### config.mk
export PLATFORM = sky130hd
export DESIGN_NAME = asr_host
export DESIGN_NICKNAME = d
export VERILOG_FILES = /design/src/core/asr_pkg.sv /design/src/core/asr_host.sv /design/src/core/asr_timer.sv
export SDC_FILE = /design/constraint.sdc
export NUM_CORES = 1
export LEC_CHECK = 0
export BUFFER_PORTS_ARGS = -buffer_cell sky130_fd_sc_hd__buf_4
export CORE_ASPECT_RATIO = 0.7
export CORE_MARGIN = 5
export CORE_UTILIZATION = 25
export DETAILED_ROUTE_END_ITERATION = 8
export GPL_ROUTABILITY_DRIVEN = 1
export PLACE_DENSITY = 0.45
export SYNTH_ARGS = -nofsm -noshare
export SYNTH_HDL_FRONTEND = slang
export SYNTH_SLANG_ARGS = --single-unit
### constraint.sdc
create_clock -name clk -period 4.1 [get_ports clk]
set_clock_uncertainty 0.2 [all_clocks]
set_input_delay 0 -clock clk [delete_from_list [all_inputs] [get_ports clk]]
set_output_delay 0 -clock clk [all_outputs]
set_load 0.03 [all_outputs]
### src/core/asr_pkg.sv
// Purpose: Shared constants and carriers for the static memory host port.
// Assumes: 50 MHz system clock, 16-bit word, 18-bit word address.
// Notes: Timing counts are derived from nanosecond figures.
`default_nettype none
package asr_pkg;
  localparam int unsigned CLK_PERIOD_NS = 20;
  localparam int unsigned ADDR_W        = 18;
  localparam int unsigned DATA_W        = 16;
  localparam int unsigned LANE_W        = 8;
  localparam int unsigned LANE_LO_LSB   = 0;
  localparam int unsigned LANE_HI_LSB   = 8;
  // Minimum times in ns, rounded up to whole clock cycles below.
  localparam int unsigned READ_CYCLE_NS   = 55;
  localparam int unsigned WRITE_PULSE_NS  = 40;
  localparam int unsigned DATA_SETUP_NS   = 25;
  localparam int unsigned TURNAROUND_NS   = 20;
  localparam int unsigned READ_CYC =
    (READ_CYCLE_NS + CLK_PERIOD_NS - 1) / CLK_PERIOD_NS;
  localparam int unsigned WRITE_CYC =
    (WRITE_PULSE_NS + CLK_PERIOD_NS - 1) / CLK_PERIOD_NS;
  localparam int unsigned SETUP_CYC =
    (DATA_SETUP_NS + CLK_PERIOD_NS - 1) / CLK_PERIOD_NS;
  localparam int unsigned TURN_CYC =
    (TURNAROUND_NS + CLK_PERIOD_NS - 1) / CLK_PERIOD_NS;
  localparam int unsigned CNT_W = 4;
  localparam logic [15:0] DATA_RST = 16'h0000;

  typedef struct packed {
    logic                  write;
    logic [1:0]            lanes;   // Bit 1 upper lane, bit 0 lower lane.
    logic [ADDR_W-1:0]     addr;
    logic [DATA_W-1:0]     wdata;
  } asr_req_t;

  typedef struct packed {
    logic                  select_first_n;
    logic                  select_second_hi;
    logic                  write_n;
    logic                  out_en_n;
    logic                  upper_byte_sel_n;
    logic                  lower_byte_sel_n;
  } asr_strobe_t;
endpackage
`default_nettype wire

### src/core/asr_host.sv
// Purpose: Host controller driving an asynchronous 16-bit static memory.
// Assumes: One request at a time; memory pins are reached through the
//   three-signal data bus and plain strobe outputs.
// Notes: Strobes and data all come from flip-flops, so no glitches reach
//   the memory. Read data is sampled at the end of the strobe window.
`default_nettype none
module asr_host (
  input  wire logic                          clk,
  input  wire logic                          rst,
  input  wire logic                          req_valid,
  output logic                               req_ready,
  input  wire asr_pkg::asr_req_t             req,
  output logic                               rsp_valid,
  output logic [asr_pkg::DATA_W-1:0]         rsp_rdata,
  output logic [asr_pkg::ADDR_W-1:0]         mem_addr,
  output asr_pkg::asr_strobe_t               mem_strobe,
  input  wire logic [asr_pkg::DATA_W-1:0]    mem_data_in,
  output logic [asr_pkg::DATA_W-1:0]         mem_data_out,
  output logic                               mem_data_oe_n
);
  typedef enum logic [5:0] {
    ST_IDLE  = 6'h01,
    ST_SETUP = 6'h02,
    ST_READ  = 6'h04,
    ST_WRITE = 6'h08,
    ST_HOLD  = 6'h10,
    ST_TURN  = 6'h20
  } asr_state_t;

  asr_state_t                      state_ff;
  asr_state_t                      nxt_state;
  logic                            write_ff;
  logic [1:0]                      lanes_ff;
  logic [asr_pkg::ADDR_W-1:0]      addr_ff;
  logic [asr_pkg::DATA_W-1:0]      wdata_ff;
  logic [asr_pkg::DATA_W-1:0]      rdata_ff;
  logic [asr_pkg::DATA_W-1:0]      rd_masked;
  logic                            rsp_ff;
  asr_pkg::asr_strobe_t            strobe_ff;
  logic                            oe_n_ff;
  logic [asr_pkg::DATA_W-1:0]      sync1_ff;
  logic [asr_pkg::DATA_W-1:0]      sync2_ff;
  logic                            tmr_load;
  logic [asr_pkg::CNT_W-1:0]       tmr_count;
  logic                            tmr_done;
  logic                            accept;

  assign req_ready = (state_ff == ST_IDLE);
  // A request with no lane selected would only deselect; it is dropped.
  assign accept    = req_valid && req_ready && (req.lanes != 2'h0);

  asr_timer u_timer (
    .clk   (clk),
    .rst   (rst),
    .load  (tmr_load),
    .count (tmr_count),
    .done  (tmr_done)
  );

  always_comb begin
    nxt_state = state_ff;
    tmr_load  = 1'b0;
    tmr_count = 4'h1;
    case (state_ff)
      ST_IDLE: begin
        if (accept) begin
          nxt_state = ST_SETUP;
          tmr_load  = 1'b1;
        end
      end
      ST_SETUP: begin
        if (tmr_done) begin
          tmr_load = 1'b1;
          if (write_ff) begin
            nxt_state = ST_WRITE;
            tmr_count = asr_pkg::CNT_W'(asr_pkg::WRITE_CYC);
          end else begin
            nxt_state = ST_READ;
            tmr_count = asr_pkg::CNT_W'(asr_pkg::READ_CYC + 1);
          end
        end
      end
      ST_READ: begin
        if (tmr_done) begin
          nxt_state = ST_TURN;
          tmr_load  = 1'b1;
          tmr_count = asr_pkg::CNT_W'(asr_pkg::TURN_CYC);
        end
      end
      ST_WRITE: begin
        if (tmr_done) begin
          nxt_state = ST_HOLD;
          tmr_load  = 1'b1;
        end
      end
      ST_HOLD: begin
        if (tmr_done) begin
          nxt_state = ST_IDLE;
        end
      end
      ST_TURN: begin
        if (tmr_done) begin
          nxt_state = ST_IDLE;
        end
      end
      default: begin
        nxt_state = ST_IDLE;
      end
    endcase
  end

  always_ff @(posedge clk or posedge rst) begin
    if (rst) begin
      state_ff <= ST_IDLE;
    end else begin
      state_ff <= nxt_state;
    end
  end

  // Address and data are latched once and held for the whole access.
  always_ff @(posedge clk or posedge rst) begin
    if (rst) begin
      write_ff <= 1'b0;
      lanes_ff <= 2'h0;
      addr_ff  <= 18'h00000;
      wdata_ff <= asr_pkg::DATA_RST;
    end else if (accept) begin
      write_ff <= req.write;
      lanes_ff <= req.lanes;
      addr_ff  <= req.addr;
      wdata_ff <= req.wdata;
    end
  end

  assign mem_addr     = addr_ff;
  assign mem_data_out = wdata_ff;

  // Strobes. Setup phase drives only the address, so it settles before
  // any select falls. Write ends on the write strobe; select and lanes
  // fall away one cycle later so data hold is met against that edge.
  always_ff @(posedge clk or posedge rst) begin
    if (rst) begin
      strobe_ff <= '{select_first_n: 1'b1, select_second_hi: 1'b0,
                     write_n: 1'b1, out_en_n: 1'b1,
                     upper_byte_sel_n: 1'b1, lower_byte_sel_n: 1'b1};
    end else begin
      strobe_ff.select_first_n   <= 1'b1;
      strobe_ff.select_second_hi <= 1'b0;
      strobe_ff.write_n          <= 1'b1;
      strobe_ff.out_en_n         <= 1'b1;
      strobe_ff.upper_byte_sel_n <= 1'b1;
      strobe_ff.lower_byte_sel_n <= 1'b1;
      if (nxt_state == ST_READ || nxt_state == ST_WRITE ||
          nxt_state == ST_HOLD) begin
        strobe_ff.select_first_n   <= 1'b0;
        strobe_ff.select_second_hi <= 1'b1;
        strobe_ff.upper_byte_sel_n <= ~lanes_ff[1];
        strobe_ff.lower_byte_sel_n <= ~lanes_ff[0];
      end
      if (nxt_state == ST_READ) begin
        strobe_ff.out_en_n <= 1'b0;
      end
      if (nxt_state == ST_WRITE) begin
        strobe_ff.write_n <= 1'b0;
      end
    end
  end

  assign mem_strobe = strobe_ff;

  // Data pins are driven only through a write and its hold cycle, never
  // while output drive is low, so the two ends cannot fight.
  always_ff @(posedge clk or posedge rst) begin
    if (rst) begin
      oe_n_ff <= 1'b1;
    end else begin
      oe_n_ff <= ~(write_ff && (nxt_state == ST_WRITE ||
                               nxt_state == ST_HOLD));
    end
  end

  assign mem_data_oe_n = oe_n_ff;

  always_ff @(posedge clk or posedge rst) begin
    if (rst) begin
      sync1_ff <= asr_pkg::DATA_RST;
      sync2_ff <= asr_pkg::DATA_RST;
    end else begin
      sync1_ff <= mem_data_in;
      sync2_ff <= sync1_ff;
    end
  end

  for (genvar ln = 0; ln < 2; ln++) begin : g_lane
    assign rd_masked[ln*asr_pkg::LANE_W +: asr_pkg::LANE_W] =
      lanes_ff[ln] ? sync2_ff[ln*asr_pkg::LANE_W +: asr_pkg::LANE_W]
                   : 8'h00;
  end

  // Read data is taken from the second stage when the read window ends;
  // the one extra strobe cycle covers one of the two synchroniser stages. Unselected
  // lanes return zero because the memory floats them.
  always_ff @(posedge clk or posedge rst) begin
    if (rst) begin
      rdata_ff <= asr_pkg::DATA_RST;
      rsp_ff   <= 1'b0;
    end else begin
      rsp_ff <= 1'b0;
      if (state_ff == ST_READ && tmr_done) begin
        rdata_ff <= rd_masked;
        rsp_ff   <= 1'b1;
      end else if (state_ff == ST_HOLD && tmr_done) begin
        rsp_ff <= 1'b1;
      end
    end
  end

  assign rsp_valid = rsp_ff;
  assign rsp_rdata = rdata_ff;
endmodule
`default_nettype wire

### src/core/asr_timer.sv
// Purpose: Down counter that times one phase of a memory access.
// Assumes: Loaded with a count of at least one.
// Notes: done is high in the cycle the count reaches one.
`default_nettype none
module asr_timer (
  input  wire logic                      clk,
  input  wire logic                      rst,
  input  wire logic                      load,
  input  wire logic [asr_pkg::CNT_W-1:0] count,
  output logic                           done
);
  logic [asr_pkg::CNT_W-1:0] cnt_ff;

  always_ff @(posedge clk or posedge rst) begin
    if (rst) begin
      cnt_ff <= 4'h0;
    end else if (load) begin
      cnt_ff <= count;
    end else if (cnt_ff != 4'h0) begin
      cnt_ff <= cnt_ff - 4'h1;
    end
  end

  assign done = (cnt_ff == 4'h1);
endmodule
`default_nettype wire

# ---- Yosys cells after proc, flatten, opt, wreduce, memory -nomap -nowiden
# Cells that the tools add are included.
dict set report totals {
  word_cells 67
  input_bits 56
  out_inout_bits 59
  ff_bits 103
}
dict set report op_classes {
  n_eq_ne 10
  bitwise_logic 3
  n_reduce_logical 13
  muxes 23
  n_addsub 1
}
# operator count
set ops {}
lappend ops {{two-way mux 6 bit} 5}
lappend ops {{one-hot mux 6 bit (5 select lines)} 1}
lappend ops {{two-way mux 8 bit} 2}
lappend ops {{equality test 6 x 3 -> 1 bit, second input constant} 2}
lappend ops {{equality test 6 x 4 -> 1 bit, second input constant} 2}
lappend ops {{equality test 6 x 5 -> 1 bit, second input constant} 2}
lappend ops {{two-way mux 4 bit} 3}
lappend ops {{two-way mux 3 bit} 3}
lappend ops {{equality test 6 x 1 -> 1 bit, second input constant} 1}
lappend ops {{equality test 6 x 2 -> 1 bit, second input constant} 1}
lappend ops {{equality test 6 bit, second input constant} 1}
lappend ops {{two-way mux 1 bit} 6}
lappend ops {{logical AND 1 bit} 5}
lappend ops {{equality test 4 x 1 -> 1 bit, second input constant} 1}
lappend ops {{two-way mux 2 bit} 2}
lappend ops {{nonzero test 2 bit} 2}
lappend ops {{nonzero test 4 bit} 1}
lappend ops {{subtractor 4 x 1 -> 4 bit, second input constant} 1}
lappend ops {{logical OR 1 bit} 3}
lappend ops {{inverter 1 bit} 3}
lappend ops {{OR reduction 3 bit} 1}
lappend ops {{one-hot mux 1 bit (2 select lines)} 1}
lappend ops {{OR reduction 2 bit} 1}

# ---- Longest topological paths before layout
# Gate-level depths: netlist of the first run.
dict set report depth {
  depth_word 9
  mapped_depth 7
}

# ---- By module
# A second synthesis of the first run with hierarchy kept.
dict set report unflattened {
  cells_unflattened 283
  area_unflattened_um2 4042.6
}
# module area_per_inst_um2 cells_each n_inst seq_area_each_um2
set modules_own_cells {}
lappend modules_own_cells {asr_host 3776.1 257 1 2486.1}
lappend modules_own_cells {asr_timer 266.5 26 1 100.1}

# ---- Least setup slack after synthesis of the first run
# Ideal clock, no wire load.
dict set report synth_path {
  path_type {register to register}
  startpoint {reg state_ff[0]}
  endpoint {reg wdata_ff, in the netlist mem_data_out[0]}
  arrival_time_ns 1.688
  stages_incl_launch_ff 7
  setup_slack_ns 2.088
  path_cell_list {dfstp_2 > clkbuf_1 > nand2_1 > and4bb_2 > buf_4 > buf_6 > mux2_2}
}
dict set report synth_via {
  elab_chain_cells 3
}
# item line_no
set synth_rtl {}
lappend synth_rtl {{from (decl)} asr_host.sv:30} ;# asr_state_t state_ff;
lappend synth_rtl {{from (signal assigned)} asr_host.sv:116} ;# state_ff <= nxt_state;
lappend synth_rtl {{equality test 6 x 1 -> 1 bit} asr_host.sv:48} ;# assign req_ready = (state_ff == ST_IDLE);
lappend synth_rtl {{logical AND 1 bit (2 in a row)} asr_host.sv:50} ;# assign accept = req_valid && req_ready && (req.lanes != 2'h0);
lappend synth_rtl {{to (signal assigned)} asr_host.sv:126} ;# wdata_ff <= asr_pkg::DATA_RST;
lappend synth_rtl {{to (signal assigned)} asr_host.sv:131} ;# wdata_ff <= req.wdata;
lappend synth_rtl {{to (decl)} asr_host.sv:35} ;# logic [asr_pkg::DATA_W-1:0] wdata_ff;
# Every way passes these cells.
# A chain may end at the register's enable or synchronous reset.

# ---- Final worst setup path of the first run
dict set report layout_path {
  startpoint {reg state_ff[2]}
  endpoint {reg addr_ff, in the netlist mem_addr[9]}
}
dict set report layout_via {
  elab_chain_cells 3
}
# item line_no
set layout_rtl {}
lappend layout_rtl {{equality test 6 x 1 -> 1 bit} asr_host.sv:48}
lappend layout_rtl {{logical AND 1 bit (2 in a row)} asr_host.sv:50}
lappend layout_rtl {{to (signal assigned)} asr_host.sv:130} ;# addr_ff <= req.addr;
lappend layout_rtl {{to (decl)} asr_host.sv:34} ;# logic [asr_pkg::ADDR_W-1:0] addr_ff;
# Every way passes these cells.

==> results of run 1 <==
-- cell type report --
| class | count | area (µm²) |
|---|---|---|
| inverters | 5 | 21.3 |
| clock inverters | 7 | 78.8 |
| clock buffers | 9 | 225 |
| flip-flops and latches | 103 | 2590 |
| multi-input cells | 161 | 1150 |
| well taps | 195 | 244 |
| fillers | 1447 | 9170 |
| repair buffers | 172 | 1430 |
-- layer usage --
metal | vias to the layer above | part of all wire (%) | wire [µm]
met4 | 0 | 1.4 | 132
met1 | 1384 | 46 | 4280
li1 | 1327 | - | -
met3 | 11 | 6.5 | 604
met2 | 83 | 46 | 4290
met5 | - | 0 | 0
-- flip-flops by register name (all words and copies together) (netlist names), 2 cells and up --
| name | count |
|---|---|
| u_timer.cnt_ff | 4 |
| sync2_ff | 16 |
| mem_data_out | 16 |
| sync1_ff | 16 |
| rsp_rdata | 16 |
| mem_addr | 18 |
| mem_strobe | 6 |
| lanes_ff | 2 |
| state_ff | 6 |
-- kinds of logic (layout without fill, tap and decap cells) --
family                     count (synthesis)  count (layout)  synth area share (%)
xor gates and xnor gates                   5               5                  1.14
DFF                                      103             103                  67.3
adders and majority gates                  3               3                 0.976
buffers and inverters                     22             193                  2.70
AOI/OAI and AO/OA                         43              43                  7.45
muxes                                     35              35                  10.3
and+or+nand+nor                           75              75                  10.2
-- worst max-delay path, delay by kind of cell (launching register included) --
family	cells	cell delay [ns]
DFF	1	0.62
muxes	1	0.42
and+or+nand+nor	2	1.30
-- power breakdown --
part	switching [W]	total, W	internal, W
Combinational	0.000706	0.00128	0.000579
Sequential	0.000201	0.00146	0.00126
Clock	0.000388	0.000867	0.000479
Total	0.00129	0.00361	0.00231
-- metrics by stage --
stage	total power, W	hold slack, ns	utilization, %
2_1_floorplan	0.00224	-0.169	-
3_3_place_gp	0.00270	-0.0898	32.7
3_5_place_dp	0.00272	-0.0897	32.7
4_1_cts	0.00367	0.0910	38.5
5_1_grt	0.00382	0.0991	38.5
6_report	0.00361	0.106	38.5
-- synth_stat cells, types with 3 or more instances --
library cell,instances
mux2_2,35
nor3_1,5
dfrtp_1,96
ha_1,3
xnor2_1,4
nor3b_1,3
clkbuf_1,8
inv_1,5
dfstp_2,7
nand3b_1,3
a211oi_1,3
nor2_1,7
o21ai_0,18
nor2b_1,3
nand2_1,36
buf_2,5
a21oi_1,5
-- path summary, 6_finish.rpt --
kind	endpoint	slack, ns
max	mem_addr[9]	1.40
min	sync1_ff[10]	0.11
max reg2reg	mem_addr[9]	1.40
min reg2reg	sync2_ff[6]	0.15
max in group asynchronous	mem_strobe[0]	2.47
min in group asynchronous	mem_addr[0]	0.22
-- timing repair --
item | CTS | global route
endpoints found under the hold margin | 120 | 0
setup buffers | 0 | 0
hold buffers | 56 | 0
setup endpoints to repair | 0 | 0
==> out/qor.yml, run 1 <==
routing:
  drtPass1Iterations: 4
  detail-route-antenna-nets: 0
  routedWlPerCell_um: 14.3
  drtIter0Drc: 91
  avgViaCountPerCell: 4.30
  wl_mm: 9.31
  vias: 2805
  drc: 0
finish:
  fin_cells: 652
  antenna_cells: 0
  area_growth_pct: 49.3
  design_area_um2: 5740
  most-common-layout-cells: "116 x buf_4, 96 x dfrtp_1, 56 x dlygate4sd3_1"
  nets: 511
  final_common_cell: "buf_4"
  drive_gt1_share_pct: 39.6
worst_setup_path:
  crit_fanout: 39
  timing.rr.start: "state_ff[2]"
  cp_slowest_cell: "and4bb_2"
  worst_ep_arrival_time_ns: 2.73
  max_stage_delay_ns: 0.94
  required_ns: 4.13
  worst_setup_path_end_kind: "flop"
  startpoint: "state_ff[2]"
  start_kind: "flop"
  setup.worst_path.class: "reg2reg"
  path_cells: "nor3_1 -> and4bb_2 -> mux2_2"
  rr_worst_depth: 3
global_route:
  grtUsageTotal_pct: 10.8
  grtUsageMet3_pct: 3.38
  grt_start_max_net_pins: 75
  use_met2_pct: 17.4
  antenna_found_initial: 0
  grt_pass1_wl_mm: 15.5
  grt_overflow: 0
  grtUsageMet1_pct: 14.1
  grt.busiest_layer: "met2"
  grt_pass1_vias: 3101
yosys:
  synth_edf_count: 0
  synth_area_per_cell_um2: 13.4
  yosysTopAreaCell: "dfrtp_1"
  async_reset_ff_share_pct: 100
  syn_inst: 286
  synth.distinct_cells: 47
  yosysWarnings: 0
  synth_top_cells_by_area: "dfrtp_1 62%, mux2_2 10%, dfstp_2 4.8%"
  synthesis.area_um2: 3840
  yosys_register_bits: 103
  ys.flop_type: "dfrtp_1"
  yosysSeqAreaShare_pct: 67.3
  syn-num-nets: 345
  synth_top_area_share_pct: 62.5
timing:
  fin_crit_ns: 2.70
  worstMarginPinSlew_ns: 1.01
  slew_headroom_pct: 32.4
  hold_viol: 0
  clock.fmax_ghz: 0.370
  rsz0062_at_grt: "false"
  setup_viol: 0
  layout_setup_ws_ns: 1.40
  fin_setup_tns_ns: 0
  maxSlewViolCount: 0
  period_share_pct: 65.9
placed_design:
  numPortBuffers: 114
  gp_congestion: 0.783
  hpwlAfterDp_mm: 6.22
  place_ws_ns: 1.35
  dp.cells: 580
  placed_area_um2: 4880
cts:
  cts_root_buffer: "clkbuf_16"
  cts_buffer_depth: 2
  worst_skew_pair.late_latency_ns: 0.34
  clock_sinks: 103
  cts_resized: 0
  htreeDepth: 3
  cts_tree: "built"
  clk_pin_slew_worst_paths_ns: 0.07
  cts_buffers: 9
floorplanning:
  die_area_um2: 18000
  core-area_um2: 14900
  io_pins: 115
  row_count: 37
  dieWidth_um: 158
  start_util_pct: 25.8
  die_h_um: 114
worst_hold_path:
  min_from: "mem_data_in[10]"
  min_path_type: "in2reg"
  holdPathStages: 2
power_and_ir_drop:
  p_per_area_nw_per_um2: 629
  peakVddDrop_uv: 390
  cellLeakagePower_nw: 2.60
outcome:
  status: "complete, no violations"
run:
  maxCapViolCount: 0
No activity file was read; power rests on OpenSTA's default activity.
==> run 2: changes to the inputs <==
--- a/config.mk
+++ b/config.mk
@@ -5,13 +5,14 @@
 export SDC_FILE = /design/constraint.sdc
 export NUM_CORES = 1
 export LEC_CHECK = 0
+export ABC_AREA = 1
 export BUFFER_PORTS_ARGS = -buffer_cell sky130_fd_sc_hd__buf_4
 export CORE_ASPECT_RATIO = 0.7
 export CORE_MARGIN = 5
 export CORE_UTILIZATION = 25
 export DETAILED_ROUTE_END_ITERATION = 8
 export GPL_ROUTABILITY_DRIVEN = 1
-export PLACE_DENSITY = 0.45
+export PLACE_DENSITY = 0.46
 export SYNTH_ARGS = -nofsm -noshare
 export SYNTH_HDL_FRONTEND = slang
 export SYNTH_SLANG_ARGS = --single-unit
==> constraint.sdc (replaced) <==
create_clock -name clk -period 2.4 [get_ports clk]
set_clock_uncertainty 0.2 [all_clocks]
set_input_delay 0 -clock clk [delete_from_list [all_inputs] [get_ports clk]]
set_output_delay 0 -clock clk [all_outputs]
set_load 0.03 [all_outputs]
==> run 2 against run 1 <==
Effect of this change: total power increased by 67%; register-to-register slack lost 1.1 ns; sequential share of layout area up 0.38 points; synthesized area is 2.2% lower; critical path depth is 3 higher; first-iteration DRC count increased by 67%; cell area shrank 0.83%; hold slack worse by 0.018 ns; non-clock buffer count up 3; clock-buffer cell count unchanged; routed wire length grew 3.9%.
==> out/qor.yml, run 2 <==
finish:
  largest_register_ffs: 18
  drive_gt1_share_pct: 28.7
  final_core_util_pct: 38.7
  antenna_cells: 0
  most-common-layout-cells: "159 x nand2_1, 117 x buf_4, 96 x dfrtp_1"
  final_common_cell: "nand2_1"
  area_growth_pct: 51.4
  design_area_um2: 5690
  nets: 598
  regArea_um2: 2590
  fin_cells: 739
  n_fill_cell: 1500
  multiInputGateArea_um2: 1010
routing:
  vias: 2993
  drtIter0Drc: 152
  drtPass1Iterations: 5
  avgViaCountPerCell: 4.05
  wl_mm: 9.67
  routedWlPerCell_um: 13.1
  drc: 0
  detail-route-antenna-nets: 0
yosys:
  yosysWarnings: 0
  yosysSeqAreaShare_pct: 68.8
  synth_area_per_cell_um2: 10.3
  synth.distinct_cells: 24
  yosys_register_bits: 103
  yosysMostFrequentCell: "nand2_1"
  synth_top_cells_by_area: "dfrtp_1 64%, nand2_1 16%, dfstp_2 4.9%"
  synth.top_cells.by_count: "159 x nand2_1, 96 x dfrtp_1, 24 x nand3_1, 18 x inv_1, 15 x nor2_1"
  yosysTopAreaCell: "dfrtp_1"
  ys.flop_type: "dfrtp_1"
  async_reset_ff_share_pct: 100
  syn-num-nets: 423
  synth_top_area_share_pct: 63.9
  synthesis.area_um2: 3760
  syn_inst: 364
  synth_edf_count: 0
timing:
  maxSlewViolCount: 0
  fin_crit_ns: 2.09
  fin_setup_tns_ns: 0
  setup_viol: 0
  clock.fmax_ghz: 0.478
  slew_headroom_pct: 65.5
  worstMarginPinSlew_ns: 0.517
  period_share_pct: 87.2
  hold_viol: 0
  rsz0062_at_grt: "false"
floorplanning:
  row_count: 37
  die_area_um2: 17600
  dieWidth_um: 157
  core-area_um2: 14700
  start_util_pct: 25.5
  io_pins: 115
  die_h_um: 113
placed_design:
  gp_congestion: 0.746
  placed_area_um2: 4830
  numPortBuffers: 114
  dp.cells: 666
  hpwlAfterDp_mm: 6.50
worst_setup_path:
  setup.worst_path.class: "reg2reg"
  required_ns: 2.43
  start_kind: "flop"
  crit_fanout: 6
  rr_worst_depth: 6
  worst_setup_path_end_kind: "flop"
  worst_ep_arrival_time_ns: 2.13
cts:
  worst_skew_pair.late_latency_ns: 0.35
  cts_root_buffer: "clkbuf_16"
  htreeDepth: 3
  postCtsSetupBuffers: 0
  cts_buffers: 9
  clk_pin_slew_worst_paths_ns: 0.08
  cts_tree: "built"
  clock_sinks: 103
  cts_buffer_depth: 2
power_and_ir_drop:
  p_per_area_nw_per_um2: 1060
  peakVddDrop_uv: 557
  cellLeakagePower_nw: 2.94
  p_total_w: 0.00603
global_route:
  grt_overflow: 0
  grt_pass1_vias: 3331
  grtUsageTotal_pct: 11.7
  grt_pass1_wl_mm: 16.6
  antenna_found_initial: 0
  grt_start_max_net_pins: 74
worst_hold_path:
  min_path_type: "in2reg"
  holdPathStages: 2
outcome:
  status: "complete, no violations"
run:
  maxCapViolCount: 0
==> run 2: where the power goes <==
group	internal (W)	switching, W	leakage [nW]
logic	0.000817	0.00136	1.52
registers	0.00213	0.000288	1.27
clock network	0.000729	0.000701	0.138
total	0.00368	0.00235	2.94
==> run 2: kinds of logic (layout without fill, tap and decap cells) <==
family,count (synthesis),count (layout),synth area share [%]
and+or+nand+nor,211,211,23.7
DFF,103,103,68.8
buffers and inverters,34,214,4.32
AOI/OAI and AO/OA,11,11,1.80
adders and majority gates,3,3,0.998
xor gates and xnor gates,2,2,0.466
==> run 2: what timing repair did <==
| item | 4_1_cts | 5_1_grt |
|---|---|---|
| hold endpoints to repair | 158 | 0 |
| hold buffers | 57 | 0 |
| gates resized for setup | 0 | 0 |
| setup endpoints to repair | 0 | 0 |
==> run 2: path summary, 6_finish.rpt <==
check                           endpoint           start  slack, ns
hold / removal               sync1_ff[8]  mem_data_in[8]       0.09
min in group asynchronous    mem_addr[1]             rst       0.12
setup / recovery             lanes_ff[0]     state_ff[5]       0.31
setup reg to reg             lanes_ff[0]     state_ff[5]       0.31
max in group asynchronous  mem_data_oe_n             rst       1.51
hold reg to reg              sync2_ff[9]     sync1_ff[9]       0.15
==> run 2: routing by layer <==
layer	track usage [%]	vias up	part of all wire (%)
met5	0	-	0
met2	18.7	83	47
met1	14.5	1423	44
met3	5.16	15	7.8
li1	-	1472	-
met4	3.35	0	1.4
==> run 2: area by class of cell <==
cell class,instances,share of cell area (%)
clock buffer,9,3.96
clock inverter,7,1.16
inverter,23,1.60
multi-input combinational,227,17.8
sequential,103,45.4
tap,195,4.28
timing repair buffer,175,25.8
==> run 2: per-stage QoR <==
| stage | hold WS, ns | worst slack, ns |
|---|---|---|
| after floorplan | -0.169 | 0.691 |
| after global placement | -0.0899 | 0.393 |
| after detailed placement | -0.0897 | 0.338 |
| after CTS | 0.0756 | 0.328 |
| after global routing | 0.0930 | 0.147 |
| final | 0.0883 | 0.307 |
==> run 2: critical path: stages, from the launching register on <==
cell	delay (ns)
dfrtp_1	0.40
nor2_2	0.19
nand2_1	0.12
nor2_4	0.18
nand3_1	0.12
a32o_1	0.22
dlygate4sd3_1	0.55
